File: config.mk
export PLATFORM = sky130hd
export DESIGN_NAME = rda_top
export DESIGN_NICKNAME = d
export VERILOG_FILES = /design/src/common/rda_pkg.sv /design/src/verilog/rda_tick.sv /design/src/verilog/rda_top.sv
export VERILOG_INCLUDE_DIRS = /design/src /design/src/common
export SDC_FILE = /design/constraint.sdc
export NUM_CORES = 1
export LEC_CHECK = 0
export ABC_AREA = 0
export BUFFER_PORTS_ARGS = -buffer_cell sky130_fd_sc_hd__buf_4
export CAP_MARGIN = 0
export CELL_PAD_IN_SITES_DETAIL_PLACEMENT = 1
export CELL_PAD_IN_SITES_GLOBAL_PLACEMENT = 1
export CORE_MARGIN = 2
export CORE_UTILIZATION = 25
export CTS_BUF_LIST = sky130_fd_sc_hd__clkbuf_8
export DETAILED_ROUTE_END_ITERATION = 7
export GPL_TIMING_DRIVEN = 0
export PLACE_DENSITY = 0.5
export SETUP_SLACK_MARGIN = 0.4
export SYNTH_ARGS = -nofsm -noshare
export SYNTH_HDL_FRONTEND = slang
export SYNTH_HIERARCHICAL = 1
export SYNTH_SLANG_ARGS = --single-unit
File: constraint.sdc
create_clock -name clk_sys -period 5 [get_ports clk_sys]
set_clock_uncertainty 0.2 [all_clocks]
set_input_delay 0.5 -clock clk_sys [delete_from_list [all_inputs] [get_ports clk_sys]]
set_output_delay 0.5 -clock clk_sys [all_outputs]
set_load 0.02 [all_outputs]
File: src/common/rda_cfg.svh
// Register indices, bit positions, reset values and timing figures.
`ifndef RDA_CFG_SVH
`define RDA_CFG_SVH

// Register indices on the plain register port.
`define RDA_REG_TIMING 3'h0
`define RDA_REG_MODEM 3'h1
`define RDA_REG_ANSWER 3'h2
`define RDA_REG_CTRL 3'h3
`define RDA_REG_STATUS 3'h4
`define RDA_REG_IRQ_STAT 3'h5
`define RDA_REG_IRQ_CLR 3'h6
`define RDA_REG_IRQ_EN 3'h7

// Reset values.
`define RDA_SW_RST 8'h00
`define RDA_CTRL_RST 8'h08

// Control register bit positions.
`define RDA_CTRL_AUTO 0
`define RDA_CTRL_REGION 1
`define RDA_CTRL_PBX 2
`define RDA_CTRL_LIMIT 3
`define RDA_CTRL_DELAY_LSB 4

// Interrupt event bit positions.
`define RDA_EV_ACK 0
`define RDA_EV_COUNT 1
`define RDA_EV_ANSWER 2
`define RDA_EV_TIMEOUT 3
`define RDA_EV_W 4

// Clock rate and the two tick rates.
`define RDA_CLK_HZ 50000000
`define RDA_FINE_HZ 10000
`define RDA_MS_HZ 1000

// Millisecond timer width and the off and detecting figures in ms.
`define RDA_MS_W 14
`define RDA_MIN_OFF_0 14'd1500
`define RDA_MIN_OFF_1 14'd500
`define RDA_MIN_OFF_2 14'd700
`define RDA_MIN_OFF_3 14'd900
`define RDA_MAX_OFF_0 14'd6000
`define RDA_MAX_OFF_1 14'd7000
`define RDA_MAX_OFF_2 14'd9000
`define RDA_MAX_OFF_3 14'd11000
`define RDA_DET_0 14'd800
`define RDA_DET_1 14'd200
`define RDA_DET_2 14'd250
`define RDA_DET_3 14'd150

// Ring frequency limits in Hz; periods are counted in fine ticks.
`define RDA_PER_W 12
`define RDA_LO_HZ_0 13
`define RDA_LO_HZ_1 15
`define RDA_LO_HZ_2 23
`define RDA_LO_HZ_3 20
`define RDA_LO_HZ_FIX 32
`define RDA_HI_HZ_0 30
`define RDA_HI_HZ_1 55
`define RDA_HI_HZ_2 70
`define RDA_HI_HZ_3 200
`define RDA_PER(hz) (`RDA_FINE_HZ / (hz))

// Attenuation cap applied while the limit switch reads 0.
`define RDA_ATTEN_CAP 4'h8

`endif

File: src/common/rda_pkg.sv
// Types shared by the ring detector modules.
package rda_pkg;

   typedef struct packed
   {
      logic [2:0] addr;
      logic [7:0] wdata;
      logic wr;
      logic rd;
   } rda_req_t;

   typedef struct packed
   {
      logic [1:0] equalizer;
      logic [1:0] rx_level;
      logic [3:0] tx_atten;
   } rda_modem_t;

endpackage

File: src/verilog/rda_tick.sv
// Fine and millisecond tick generator.
`timescale 1ns/1ps
`default_nettype none
module rda_tick
#(
   parameter int FINE_DIV = 5000,
   parameter int MS_DIV = 10
)
(
   // Clock and reset.
   input wire logic clk_sys,
   input wire logic reset_n,
   // Ticks.
   output logic fine_tick,
   output logic ms_tick
);

   logic [15:0] div_q;
   logic [7:0] ms_div_q;
   wire div_end = (div_q == 16'(FINE_DIV - 1));
   wire ms_end = (ms_div_q == 8'(MS_DIV - 1));

   always_ff @(posedge clk_sys or negedge reset_n)
   begin
      if (!reset_n)
      begin
         div_q <= 16'h0000;
         ms_div_q <= 8'h00;
         fine_tick <= 1'b0;
         ms_tick <= 1'b0;
      end
      else
      begin
         div_q <= div_end ? 16'h0000 : div_q + 16'h0001;
         if (div_end)
            ms_div_q <= ms_end ? 8'h00 : ms_div_q + 8'h01;
         fine_tick <= div_end;
         ms_tick <= div_end & ms_end;
      end
   end

endmodule // rda_tick
`default_nettype wire

File: src/verilog/rda_top.sv
// Ring detection, auto-answer ring counting and modem setting decode.
//
// Contract
// - Minimum off-time field: 00=1500, 01=500, 10=700, 11=900 ms.
// - Maximum off-time field: 00=6, 01=7, 10=9, 11=11 s.
// - A gap counts as off only between the minimum and maximum off times.
// - Detecting-time field: 00=800, 01=200, 10=250, 11=150 ms.
// - Unbroken in-band ringing for the detecting time acknowledges a call.
// - Lower limit 13/15/23/20 Hz; upper limit 30/55/70/200 Hz.
// - Override with exchange off forces a 32 Hz lower limit; readback kept.
// - Ring-count field gives fixed counts or allowed ranges per code.
// - Cable equalizer code goes to the modem: 0, 1.8, 3.6, 5.6 km.
// - Reception level code goes to the modem: -43, -47, -49, -51 dBm.
// - Transmit attenuation is the sum of 8, 4, 2, 1 dB steps.
// - Attenuation is restricted while the limit switch reads 0.
`timescale 1ns/1ps
`default_nettype none
`include "rda_cfg.svh"
module rda_top
#(
   parameter int FINE_DIV = `RDA_CLK_HZ / `RDA_FINE_HZ,
   parameter int MS_DIV = `RDA_FINE_HZ / `RDA_MS_HZ
)
(
   // Clock and reset.
   input wire logic clk_sys,
   input wire logic reset_n,
   // Register port.
   input wire rda_pkg::rda_req_t bus_req,
   output logic [7:0] bus_rdata,
   // Line interface.
   input wire logic ring_signal,
   // Modem front end.
   output rda_pkg::rda_modem_t modem_cfg,
   // Call handling.
   output logic automatic_answer,
   output logic [3:0] ring_count,
   output logic irq
);

   import rda_pkg::*;

   // Decoders shared by the live logic.
   function automatic logic [`RDA_MS_W-1:0] dec_min_off(input logic [1:0] f);
      unique case (f)
         2'b00: dec_min_off = `RDA_MIN_OFF_0;
         2'b01: dec_min_off = `RDA_MIN_OFF_1;
         2'b10: dec_min_off = `RDA_MIN_OFF_2;
         2'b11: dec_min_off = `RDA_MIN_OFF_3;
      endcase
   endfunction

   function automatic logic [`RDA_MS_W-1:0] dec_max_off(input logic [1:0] f);
      unique case (f)
         2'b00: dec_max_off = `RDA_MAX_OFF_0;
         2'b01: dec_max_off = `RDA_MAX_OFF_1;
         2'b10: dec_max_off = `RDA_MAX_OFF_2;
         2'b11: dec_max_off = `RDA_MAX_OFF_3;
      endcase
   endfunction

   function automatic logic [`RDA_MS_W-1:0] dec_det(input logic [1:0] f);
      unique case (f)
         2'b00: dec_det = `RDA_DET_0;
         2'b01: dec_det = `RDA_DET_1;
         2'b10: dec_det = `RDA_DET_2;
         2'b11: dec_det = `RDA_DET_3;
      endcase
   endfunction

   // The lowest frequency gives the longest allowed period.
   function automatic logic [`RDA_PER_W-1:0] dec_per_max(input logic [1:0] f,
                                                        input logic fix);
      if (fix)
         dec_per_max = `RDA_PER_W'(`RDA_PER(`RDA_LO_HZ_FIX));
      else
         unique case (f)
            2'b00: dec_per_max = `RDA_PER_W'(`RDA_PER(`RDA_LO_HZ_0));
            2'b01: dec_per_max = `RDA_PER_W'(`RDA_PER(`RDA_LO_HZ_1));
            2'b10: dec_per_max = `RDA_PER_W'(`RDA_PER(`RDA_LO_HZ_2));
            2'b11: dec_per_max = `RDA_PER_W'(`RDA_PER(`RDA_LO_HZ_3));
         endcase
   endfunction

   function automatic logic [`RDA_PER_W-1:0] dec_per_min(input logic [1:0] f);
      unique case (f)
         2'b00: dec_per_min = `RDA_PER_W'(`RDA_PER(`RDA_HI_HZ_0));
         2'b01: dec_per_min = `RDA_PER_W'(`RDA_PER(`RDA_HI_HZ_1));
         2'b10: dec_per_min = `RDA_PER_W'(`RDA_PER(`RDA_HI_HZ_2));
         2'b11: dec_per_min = `RDA_PER_W'(`RDA_PER(`RDA_HI_HZ_3));
      endcase
   endfunction

   // Ring-count code to {lowest, highest} allowed count.
   function automatic logic [7:0] dec_rings(input logic [3:0] f);
      if (f[3:2] == 2'b00)
         dec_rings = {f + 4'h1, f + 4'h1};
      else if (f[3:2] == 2'b01)
         dec_rings = {4'h1, f - 4'h2};
      else if (f[3:2] == 2'b10)
         dec_rings = {4'h2, f - 4'h5};
      else
         unique case (f[1:0])
            2'b00: dec_rings = {4'h1, 4'ha};
            2'b01: dec_rings = {4'h2, 4'ha};
            2'b10: dec_rings = {4'h3, 4'h5};
            2'b11: dec_rings = {4'h4, 4'ha};
         endcase
   endfunction

   // Ticks.
   logic fine_tick;
   logic ms_tick;

   rda_tick #(
      .FINE_DIV(FINE_DIV),
      .MS_DIV(MS_DIV)
   ) u_tick (
      .clk_sys(clk_sys),
      .reset_n(reset_n),
      .fine_tick(fine_tick),
      .ms_tick(ms_tick)
   );

   // Registers.
   logic [7:0] timing_sw_q;
   logic [7:0] modem_sw_q;
   logic [7:0] answer_sw_q;
   logic [7:0] ctrl_q;
   logic [`RDA_EV_W-1:0] irq_stat_q;
   logic [`RDA_EV_W-1:0] irq_en_q;

   // Ring state.
   logic sync1_q;
   logic sync2_q;
   logic ring_d_q;
   logic [`RDA_PER_W-1:0] per_q;
   logic in_band_q;
   logic [`RDA_MS_W-1:0] det_q;
   logic [`RDA_MS_W-1:0] off_q;
   logic gap_ok_q;
   logic [3:0] ring_cnt_q;
   logic answer_q;

   // Register decode.
   wire wr = bus_req.wr;
   wire [2:0] addr = bus_req.addr;
   wire [7:0] wdata = bus_req.wdata;
   wire wr_timing = wr & (addr == `RDA_REG_TIMING);
   wire wr_modem = wr & (addr == `RDA_REG_MODEM);
   wire wr_answer = wr & (addr == `RDA_REG_ANSWER);
   wire wr_ctrl = wr & (addr == `RDA_REG_CTRL);
   wire wr_clr = wr & (addr == `RDA_REG_IRQ_CLR);
   wire wr_en = wr & (addr == `RDA_REG_IRQ_EN);

   // Field selection.
   wire auto_en = ctrl_q[`RDA_CTRL_AUTO];
   wire force_lo = ctrl_q[`RDA_CTRL_REGION] & ~ctrl_q[`RDA_CTRL_PBX];
   wire limit_sw = ctrl_q[`RDA_CTRL_LIMIT];
   wire [3:0] delay = ctrl_q[`RDA_CTRL_DELAY_LSB+3:`RDA_CTRL_DELAY_LSB];
   wire [`RDA_MS_W-1:0] min_off = dec_min_off(timing_sw_q[1:0]);
   wire [`RDA_MS_W-1:0] max_off = dec_max_off(timing_sw_q[3:2]);
   wire [`RDA_MS_W-1:0] det_lim = dec_det(timing_sw_q[5:4]);
   wire [`RDA_PER_W-1:0] per_max =
      dec_per_max(answer_sw_q[1:0], force_lo);
   wire [`RDA_PER_W-1:0] per_min = dec_per_min(answer_sw_q[3:2]);
   wire [7:0] rings = dec_rings(answer_sw_q[7:4]);
   wire [3:0] ring_lo = rings[7:4];
   wire [3:0] ring_hi = rings[3:0];

   // The user delay is held inside the allowed range of the code.
   wire [3:0] target = (delay < ring_lo) ? ring_lo :
                       (delay > ring_hi) ? ring_hi : delay;

   // Frequency: the period between rising edges must fall inside the band.
   wire rise = sync2_q & ~ring_d_q;
   wire per_sat = (per_q == {`RDA_PER_W{1'b1}});
   wire per_in = (per_q >= per_min) & (per_q <= per_max);
   wire per_over = (per_q > per_max);
   wire band_rise = rise & per_in & ~in_band_q;
   wire in_band_d = rise ? per_in : (per_over ? 1'b0 : in_band_q);

   // Detecting and off timers on the millisecond tick.
   wire det_run = in_band_q & ms_tick & (det_q < det_lim);
   wire ack = det_run & (det_q + `RDA_MS_W'(1) == det_lim);
   wire off_run = ~in_band_q & ms_tick & (off_q < max_off);
   wire off_end = off_run & (off_q + `RDA_MS_W'(1) == max_off);
   wire gap_ok = (off_q > min_off) & (off_q < max_off);

   // Ring counting and answer decision.
   wire first = (ring_cnt_q == 4'h0);
   wire count = ack & (first | gap_ok_q) & (ring_cnt_q != 4'hf);
   wire timeout = off_end & ~first;
   wire [3:0] cnt_next = ring_cnt_q + 4'h1;
   wire answer_go = count & auto_en & ~answer_q & (cnt_next >= target);

   // Interrupt events; the set wins over a clear in the same cycle.
   wire [`RDA_EV_W-1:0] events = {timeout, answer_go, count, ack};
   wire [`RDA_EV_W-1:0] clr = wr_clr ? wdata[`RDA_EV_W-1:0] : '0;
   wire [`RDA_EV_W-1:0] irq_stat_d = (irq_stat_q & ~clr) | events;

   // Modem settings; attenuation steps weigh 8, 4, 2 and 1 dB.
   wire [3:0] atten_raw = {modem_sw_q[4], modem_sw_q[5],
                           modem_sw_q[6], modem_sw_q[7]};
   wire atten_cut = ~limit_sw & (atten_raw > `RDA_ATTEN_CAP);
   wire [3:0] atten = atten_cut ? `RDA_ATTEN_CAP : atten_raw;

   // Read data selection.
   wire [7:0] status = {1'b0, answer_q, gap_ok_q, in_band_q, ring_cnt_q};
   wire [7:0] rd_mux =
      (addr == `RDA_REG_TIMING) ? timing_sw_q :
      (addr == `RDA_REG_MODEM) ? modem_sw_q :
      (addr == `RDA_REG_ANSWER) ? answer_sw_q :
      (addr == `RDA_REG_CTRL) ? ctrl_q :
      (addr == `RDA_REG_STATUS) ? status :
      (addr == `RDA_REG_IRQ_STAT) ? {4'h0, irq_stat_q} :
      (addr == `RDA_REG_IRQ_EN) ? {4'h0, irq_en_q} : 8'h00;

   // Software registers.
   always_ff @(posedge clk_sys or negedge reset_n)
   begin
      if (!reset_n)
      begin
         timing_sw_q <= `RDA_SW_RST;
         modem_sw_q <= `RDA_SW_RST;
         answer_sw_q <= `RDA_SW_RST;
         ctrl_q <= `RDA_CTRL_RST;
         irq_en_q <= '0;
      end
      else
      begin
         if (wr_timing)
            timing_sw_q <= wdata;
         if (wr_modem)
            modem_sw_q <= wdata;
         if (wr_answer)
            answer_sw_q <= wdata;
         if (wr_ctrl)
            ctrl_q <= wdata;
         if (wr_en)
            irq_en_q <= wdata[`RDA_EV_W-1:0];
      end
   end

   // Read data, interrupt status and line.
   always_ff @(posedge clk_sys or negedge reset_n)
   begin
      if (!reset_n)
      begin
         bus_rdata <= 8'h00;
         irq_stat_q <= '0;
         irq <= 1'b0;
      end
      else
      begin
         bus_rdata <= bus_req.rd ? rd_mux : 8'h00;
         irq_stat_q <= irq_stat_d;
         irq <= |(irq_stat_q & irq_en_q);
      end
   end

   // Ring pin synchroniser and edge memory.
   always_ff @(posedge clk_sys or negedge reset_n)
   begin
      if (!reset_n)
      begin
         sync1_q <= 1'b0;
         sync2_q <= 1'b0;
         ring_d_q <= 1'b0;
      end
      else
      begin
         sync1_q <= ring_signal;
         sync2_q <= sync1_q;
         ring_d_q <= sync2_q;
      end
   end

   // Period measurement in fine ticks; saturation means no ringing.
   always_ff @(posedge clk_sys or negedge reset_n)
   begin
      if (!reset_n)
      begin
         per_q <= {`RDA_PER_W{1'b1}};
         in_band_q <= 1'b0;
      end
      else
      begin
         if (rise)
            per_q <= '0;
         else if (fine_tick & ~per_sat)
            per_q <= per_q + `RDA_PER_W'(1);
         in_band_q <= in_band_d;
      end
   end

   // Detecting time restarts whenever in-band ringing drops out.
   always_ff @(posedge clk_sys or negedge reset_n)
   begin
      if (!reset_n)
         det_q <= '0;
      else if (!in_band_q)
         det_q <= '0;
      else if (det_run)
         det_q <= det_q + `RDA_MS_W'(1);
   end

   // Off timer and the verdict on the gap that just ended.
   always_ff @(posedge clk_sys or negedge reset_n)
   begin
      if (!reset_n)
      begin
         off_q <= '0;
         gap_ok_q <= 1'b0;
      end
      else
      begin
         if (in_band_q)
            off_q <= '0;
         else if (off_run)
            off_q <= off_q + `RDA_MS_W'(1);
         if (band_rise)
            gap_ok_q <= gap_ok;
      end
   end

   // Ring count and answer; a gap reaching the maximum ends the call.
   always_ff @(posedge clk_sys or negedge reset_n)
   begin
      if (!reset_n)
      begin
         ring_cnt_q <= 4'h0;
         answer_q <= 1'b0;
      end
      else
      begin
         if (timeout)
            ring_cnt_q <= 4'h0;
         else if (count)
            ring_cnt_q <= cnt_next;
         if (timeout)
            answer_q <= 1'b0;
         else if (answer_go)
            answer_q <= 1'b1;
      end
   end

   // Outputs to the modem and call handling.
   always_ff @(posedge clk_sys or negedge reset_n)
   begin
      if (!reset_n)
      begin
         modem_cfg <= '0;
         automatic_answer <= 1'b0;
         ring_count <= 4'h0;
      end
      else
      begin
         modem_cfg.equalizer <= modem_sw_q[1:0];
         modem_cfg.rx_level <= modem_sw_q[3:2];
         modem_cfg.tx_atten <= atten;
         automatic_answer <= answer_q;
         ring_count <= ring_cnt_q;
      end
   end

endmodule // rda_top
`default_nettype wire

=== After elaboration in Yosys (flattened, before gate mapping) ===
Cells that the tools add are included.

* Word-level logic and storage cells: 170
* Register bits: 138
* Bits of input ports: 16

* Bitwise operators: 39
* Eq/ne operators: 34
* Mux-type cells: 36
* $add $sub $neg: 9
* Magnitude comparators: 10
* Reductions and logical operators: 15

{| class="wikitable"
|+ Operators by type and width
! cell !! number
|-
| $pmux 14 s4 || 3
|-
| $pmux 12 s4 || 2
|-
| $mux 8 || 9
|-
| $mux 14 || 4
|-
| $mux 12 || 3
|-
| $mux 4 || 8
|-
| $pmux 8 s4 || 1
|-
| $add 14x1->14 const B || 2
|-
| $eq 14x14->1 || 2
|-
| $lt 14x14->1 || 2
|-
| $and 1x1->1 || 27
|-
| $eq 2x2->1 const B || 13
|-
| $add 16x1->16 const B || 1
|-
| $eq 16x13->1 const B || 1
|-
| $mux 16 || 1
|-
| $eq 2x1->1 const B || 7
|-
| $gt 14x14->1 || 1
|-
| $logic_not 2->1 || 7
|-
| $add 12x1->12 const B || 1
|-
| $eq 12x12->1 const B || 1
|-
| $eq 3x3->1 const B || 4
|-
| $ge 12x12->1 || 1
|-
| $gt 12x12->1 || 1
|-
| $le 12x12->1 || 1
|-
| 24 further kinds || 40
|}

=== Logic depth before layout (Yosys ltp) ===
* Depth after elaboration: 12
* Mapped depth: 21

=== By module ===
The synthesis kept the hierarchy.

{| class="wikitable"
|+ Modules (own cells, without submodules)
! module !! area an instance (um^2) !! instances !! cells an instance !! seq. area each (um^2)
|-
| rda_top || 7463.4 || 1 || 761 || 2819.0
|-
| rda_tick || 1234.9 || 1 || 108 || 650.6
|}

=== Least setup slack after synthesis ===
OpenSTA, ideal clock, no wires.

* Kind: register to register
* From: reg answer_sw_q[4]
* To: reg answer_q
* Clock period less this slack: 3.726 ns
* Data required time: 4.664 ns
* Cell stages (with the launch flop): 22
* Arrival: 3.390 ns
* Setup slack: 1.274 ns
* Path buffers: 0
* Cell sequence: dfrtp_1 > inv_1 > ha_1 > nand2_1 > a21oi_1 > a31oi_1 > ha_1 > nor2b_1 > o21ai_0 > nand2b_1 > a21oi_1 > a41o_1 > mux2i_1 > mux2i_1 > ha_1 > nand2b_1 > a21o_1 > a21o_1 > a21oi_1 > nor2b_1 > a21oi_1 > nor2_1

* Cells in the longest elaborated chain, start to end: 11
* Elaborated cells between the ends (all ways): 18

{| class="wikitable"
|+ Ends and longest elaborated chain
! element !! RTL line !! source
|-
| start, declared || rda_top.sv:128 || <nowiki>logic [7:0] answer_sw_q;</nowiki>
|-
| start signal, assigned || rda_top.sv:226 || <nowiki>answer_sw_q <= `RDA_SW_RST;</nowiki>
|-
| start signal, assigned || rda_top.sv:237 || <nowiki>answer_sw_q <= wdata;</nowiki>
|-
| parallel branches: the longest is 4 deep, another holds $sub 4x3->4 || - ||
|-
| $mux 8 (*) || rda_top.sv:96 || <nowiki>if (f[3:2] == 2'b00)</nowiki>
|-
| $gt 4x4->1 || rda_top.sv:173 || <nowiki>(delay > ring_hi) ? ring_hi : delay;</nowiki>
|-
| $mux 4 || rda_top.sv:173 ||
|-
| $mux 4 (*) || rda_top.sv:172 || <nowiki>wire [3:0] target = (delay < ring_lo) ? ring_lo :</nowiki>
|-
| $ge 4x4->1 (*) || rda_top.sv:195 || <nowiki>wire answer_go = count & auto_en & ~answer_q & (cnt_next >= target);</nowiki>
|-
| $and 1x1->1 (*) || rda_top.sv:195 ||
|-
| $reduce_bool 2->1 (no line) (*) || - ||
|-
| end signal, assigned || rda_top.sv:333 || <nowiki>answer_q <= 1'b0;</nowiki>
|-
| end signal, assigned || rda_top.sv:342 || <nowiki>answer_q <= 1'b0;</nowiki>
|-
| end signal, assigned || rda_top.sv:344 || <nowiki>answer_q <= 1'b1;</nowiki>
|-
| end, declared || rda_top.sv:143 || <nowiki>logic answer_q;</nowiki>
|}

Mark *: on every way between the ends. The select of a mux whose other input is x is not followed.
A chain may end at the register's enable or synchronous reset.

=== Worst setup path in the final report ===
Ends and elaborated chain as after synthesis.

==> flow_summary.yaml <==
sta:
  worst_slew_pin_slew_ps: 1250
  min_period_ps: 4180
  fin_ws_ps: 817
  clock.fmax_ghz: 0.239
  slew_headroom_pct: 15.8
  setup_violations: 0
  setup_tns_ps: 0
  drv_slew: 0
  hold_viol: 0
  rsz0062_at_grt: "false"
  period_share_pct: 83.7
die:
  die_w_microns: 191
  die_y_microns: 191
  start_util_pct: 25.3
  die_area_sq_um: 36300
  io_pins: 38
  core_sq_um: 34400
  num_rows: 68
clocking:
  cts_root_buf: "clkbuf_8"
  cts.path.max_buffers: 2
  worstSkewPairLatency_ps: 470
  cts_setup_buffers: 0
  htree_levels: 4
  clock-sinks: 138
  cts_tree: "yes"
  cts_buffers: 17
  path_clk_slew_ps: 90
synthesis:
  synth_fp_nets: 974
  synthCells: 869
  synth-edff-count: 0
  ys_seq_area_share_pct: 39.9
  syn_avg_cell_area_sq_um: 10.0
  post-synth-top-count-cell: "dfrtp_1"
  synthesis.area_sq_um: 8700
  synthDistinctLibCells: 70
  synthFlopType: "dfrtp_1"
  ys_ff_latch: 138
  netlist.area_leader.share_pct: 36.0
  synth_top_area_cell: "dfrtp_1"
  synthTopCellsByArea: "dfrtp_1 (36%), ha_1 (13%), mux2_2 (4.0%)"
  synthTopCellsByCount: "dfrtp_1 (125), ha_1 (89), nor2_1 (66), nand2_1 (61), o21ai_0 (55)"
  yosysWarnings: 6
  synthArstFlopShare_pct: 100
routing:
  ant_nets: 0
  drt-total-wl_microns: 23900
  viasPerCell: 4.76
  routedWlPerCell_microns: 17.2
  vias: 6629
  first_pass_iters: 5
  drc: 0
  drt_iter0_drc: 254
critical_path:
  arrival_ps: 4310
  endpoint_kind: "flip-flop"
  start_kind: "flip-flop"
  path_common_cell: "a21oi_1"
  cp_top_family: "compound AO/OA/AOI/OAI gates"
  critical_path_required_ps: 5130
  cp_num_buf_inv: 1
  path_cells: "inv_1, ha_1, nand2_1, a21oi_1, a31oi_2, ha_1, nor2b_1, o21ai_0, nand2b_1, a21oi_1, a41o_2, mux2i_1, mux2i_1, ha_1, nand2b_1, a21o_1, a21o_1, a21oi_1, nor2b_1, a21oi_1, nor2_1"
  critical-path-max-stage-delay_ps: 470
  slowest_stage: "dfrtp_2"
  critical_path_class: "flip-flop to flip-flop"
  path_max_fanout: 7
place:
  pre_cts_ws_ps: 569
  place_area_sq_um: 9550
  io_buffers: 34
  dp_hpwl_microns: 18000
  gp_congestion: 0.749
power:
  leakagePower_nw: 4.45
  vdd_drop_max_mv: 0.157
  power_density_nw_per_um2: 312
cells_and_area:
  drive_above_1_share_pct: 16.1
  final_area_sq_um: 10000
  nNetsFinal: 1030
  antenna_cells: 0
  syn_to_final_growth_pct: 15.3
grt:
  grt_pass1_wl_microns: 39500
  grt_pass1_vias: 7060
  grt-ovfl-total: 0
  grt_max_degree: 73
  grt.total_usage_pct: 13.9
  antenna_found_initial: 1
min_path:
  holdCritPathClass: "input port to flip-flop"
status:
  outcome: "complete, no violations"
job:
  max-cap-violations: 0
-- per-layer routing --
| metal | GRT usage, % | share of wire, % |
|---|---|---|
| met4 | 3.40 | 0.91 |
| met5 | 0 | 0 |
| met1 | 19.4 | 51 |
| met2 | 22.4 | 46 |
| met3 | 2.36 | 2.2 |
-- repair_timing --
item	4_1_cts	5_1_grt
hold endpoints to repair	67	0
gates resized for setup	0	4
hold buffers	2	0
setup endpoints to repair	0	2
-- report_power, final --
group	internal, mW	total (mW)	switching (mW)	leakage (nW)
Clock	0.560	1.05	0.491	0.223
Sequential	1.21	1.30	0.0914	1.77
Combinational	0.351	0.780	0.429	2.46
Total	2.12	3.13	1.01	4.45
-- layout by cell type, fill, tap and decap left out, types with 5 or more instances in the layout --
cell type,n
a21o_1,13
a21oi_1,38
a22o_1,5
a31oi_1,5
and2_1,12
and3_1,14
buf_4,33
buf_6,5
clkbuf_1,24
clkbuf_8,18
dfrtp_1,123
dfstp_2,13
ha_1,89
inv_1,42
mux2_2,31
mux2i_1,16
mux4_2,8
nand2_1,61
nand2b_1,11
nand3_1,33
nand4_1,22
nor2_1,66
nor2b_1,15
nor3_1,13
nor4_1,6
o21a_1,7
o21ai_0,55
o31ai_1,6
or2_2,5
or3_1,13
xnor2_1,31
xor2_1,20
-- state kept, by name, summed over array words and instances, names as in the netlist, 4 cells and up --
register	count
answer_sw_q	8
bus_rdata	8
ctrl_q	8
det_q	14
irq_en_q	4
irq_stat_q	4
modem_cfg	8
modem_sw_q	8
off_q	14
per_q	12
ring_cnt_q	4
ring_count	4
timing_sw_q	8
u_tick/div_q	16
u_tick/ms_div_q	8
-- final cells by class --
type,count,area [sq um]
Fill cell,3963,24300
Inverter,41,155
Tap cell,455,569
Sequential cell,138,3470
Clock buffer,18,248
Clock inverter,14,195
Multi-Input combinational cell,659,4930
Buffer,31,149
Timing Repair Buffer,37,307
-- worst register-to-register path: stages, from the launching register on --
cell and delay, ps:
dfrtp_2 470, inv_1 180, ha_1 270, nand2_1 120
a21oi_1 90, a31oi_2 200, ha_1 280, nor2b_1 130
o21ai_0 150, nand2b_1 70, a21oi_1 150, a41o_2 200
mux2i_1 200, mux2i_1 100, ha_1 280, nand2b_1 150
a21o_1 180, a21o_1 160, a21oi_1 190, nor2b_1 110
a21oi_1 130, nor2_1 50
-- path summary, 6_finish.rpt --
kind                                 from                to  slack [ps]  cells past startpoint
min reg2reg                       sync1_q           sync2_q         170                      0
min                            bus_req[9]    answer_sw_q[7]         100                      2
max                        answer_sw_q[4]          answer_q         820                     21
min in group asynchronous         reset_n  u_tick/div_q[14]         430                      2
max in group asynchronous         reset_n         ctrl_q[3]        3330                      3
max reg2reg                answer_sw_q[4]          answer_q         820                     21
-- cells by family after synthesis --
kind of cell	Yosys count	share of synthesized area (%)
AND/OR/NAND/NOR	302	18.8
AO/OA/AOI/OAI	161	11.8
flip-flops	138	39.9
adder cells (fa/ha/maj)	89	12.8
buffers and inverters	72	3.50
multiplexers	56	8.10
XOR/XNOR	51	5.14
-- stage by stage --
step | utilization [%] | power, mW | hold WS [ps] | instances
6_report | 29.2 | 3.13 | 98.8 | 1393
5_1_grt | 29.2 | 3.35 | 52.3 | 1393
4_1_cts | 29.1 | 3.19 | 60.8 | 1393
3_5_place_dp | 27.8 | 2.11 | 143 | 1359
3_3_place_gp | 27.7 | 2.10 | 149 | 1358
2_1_floorplan | - | 1.83 | 4.41 | 869
(Power assumes the default switching activity.)
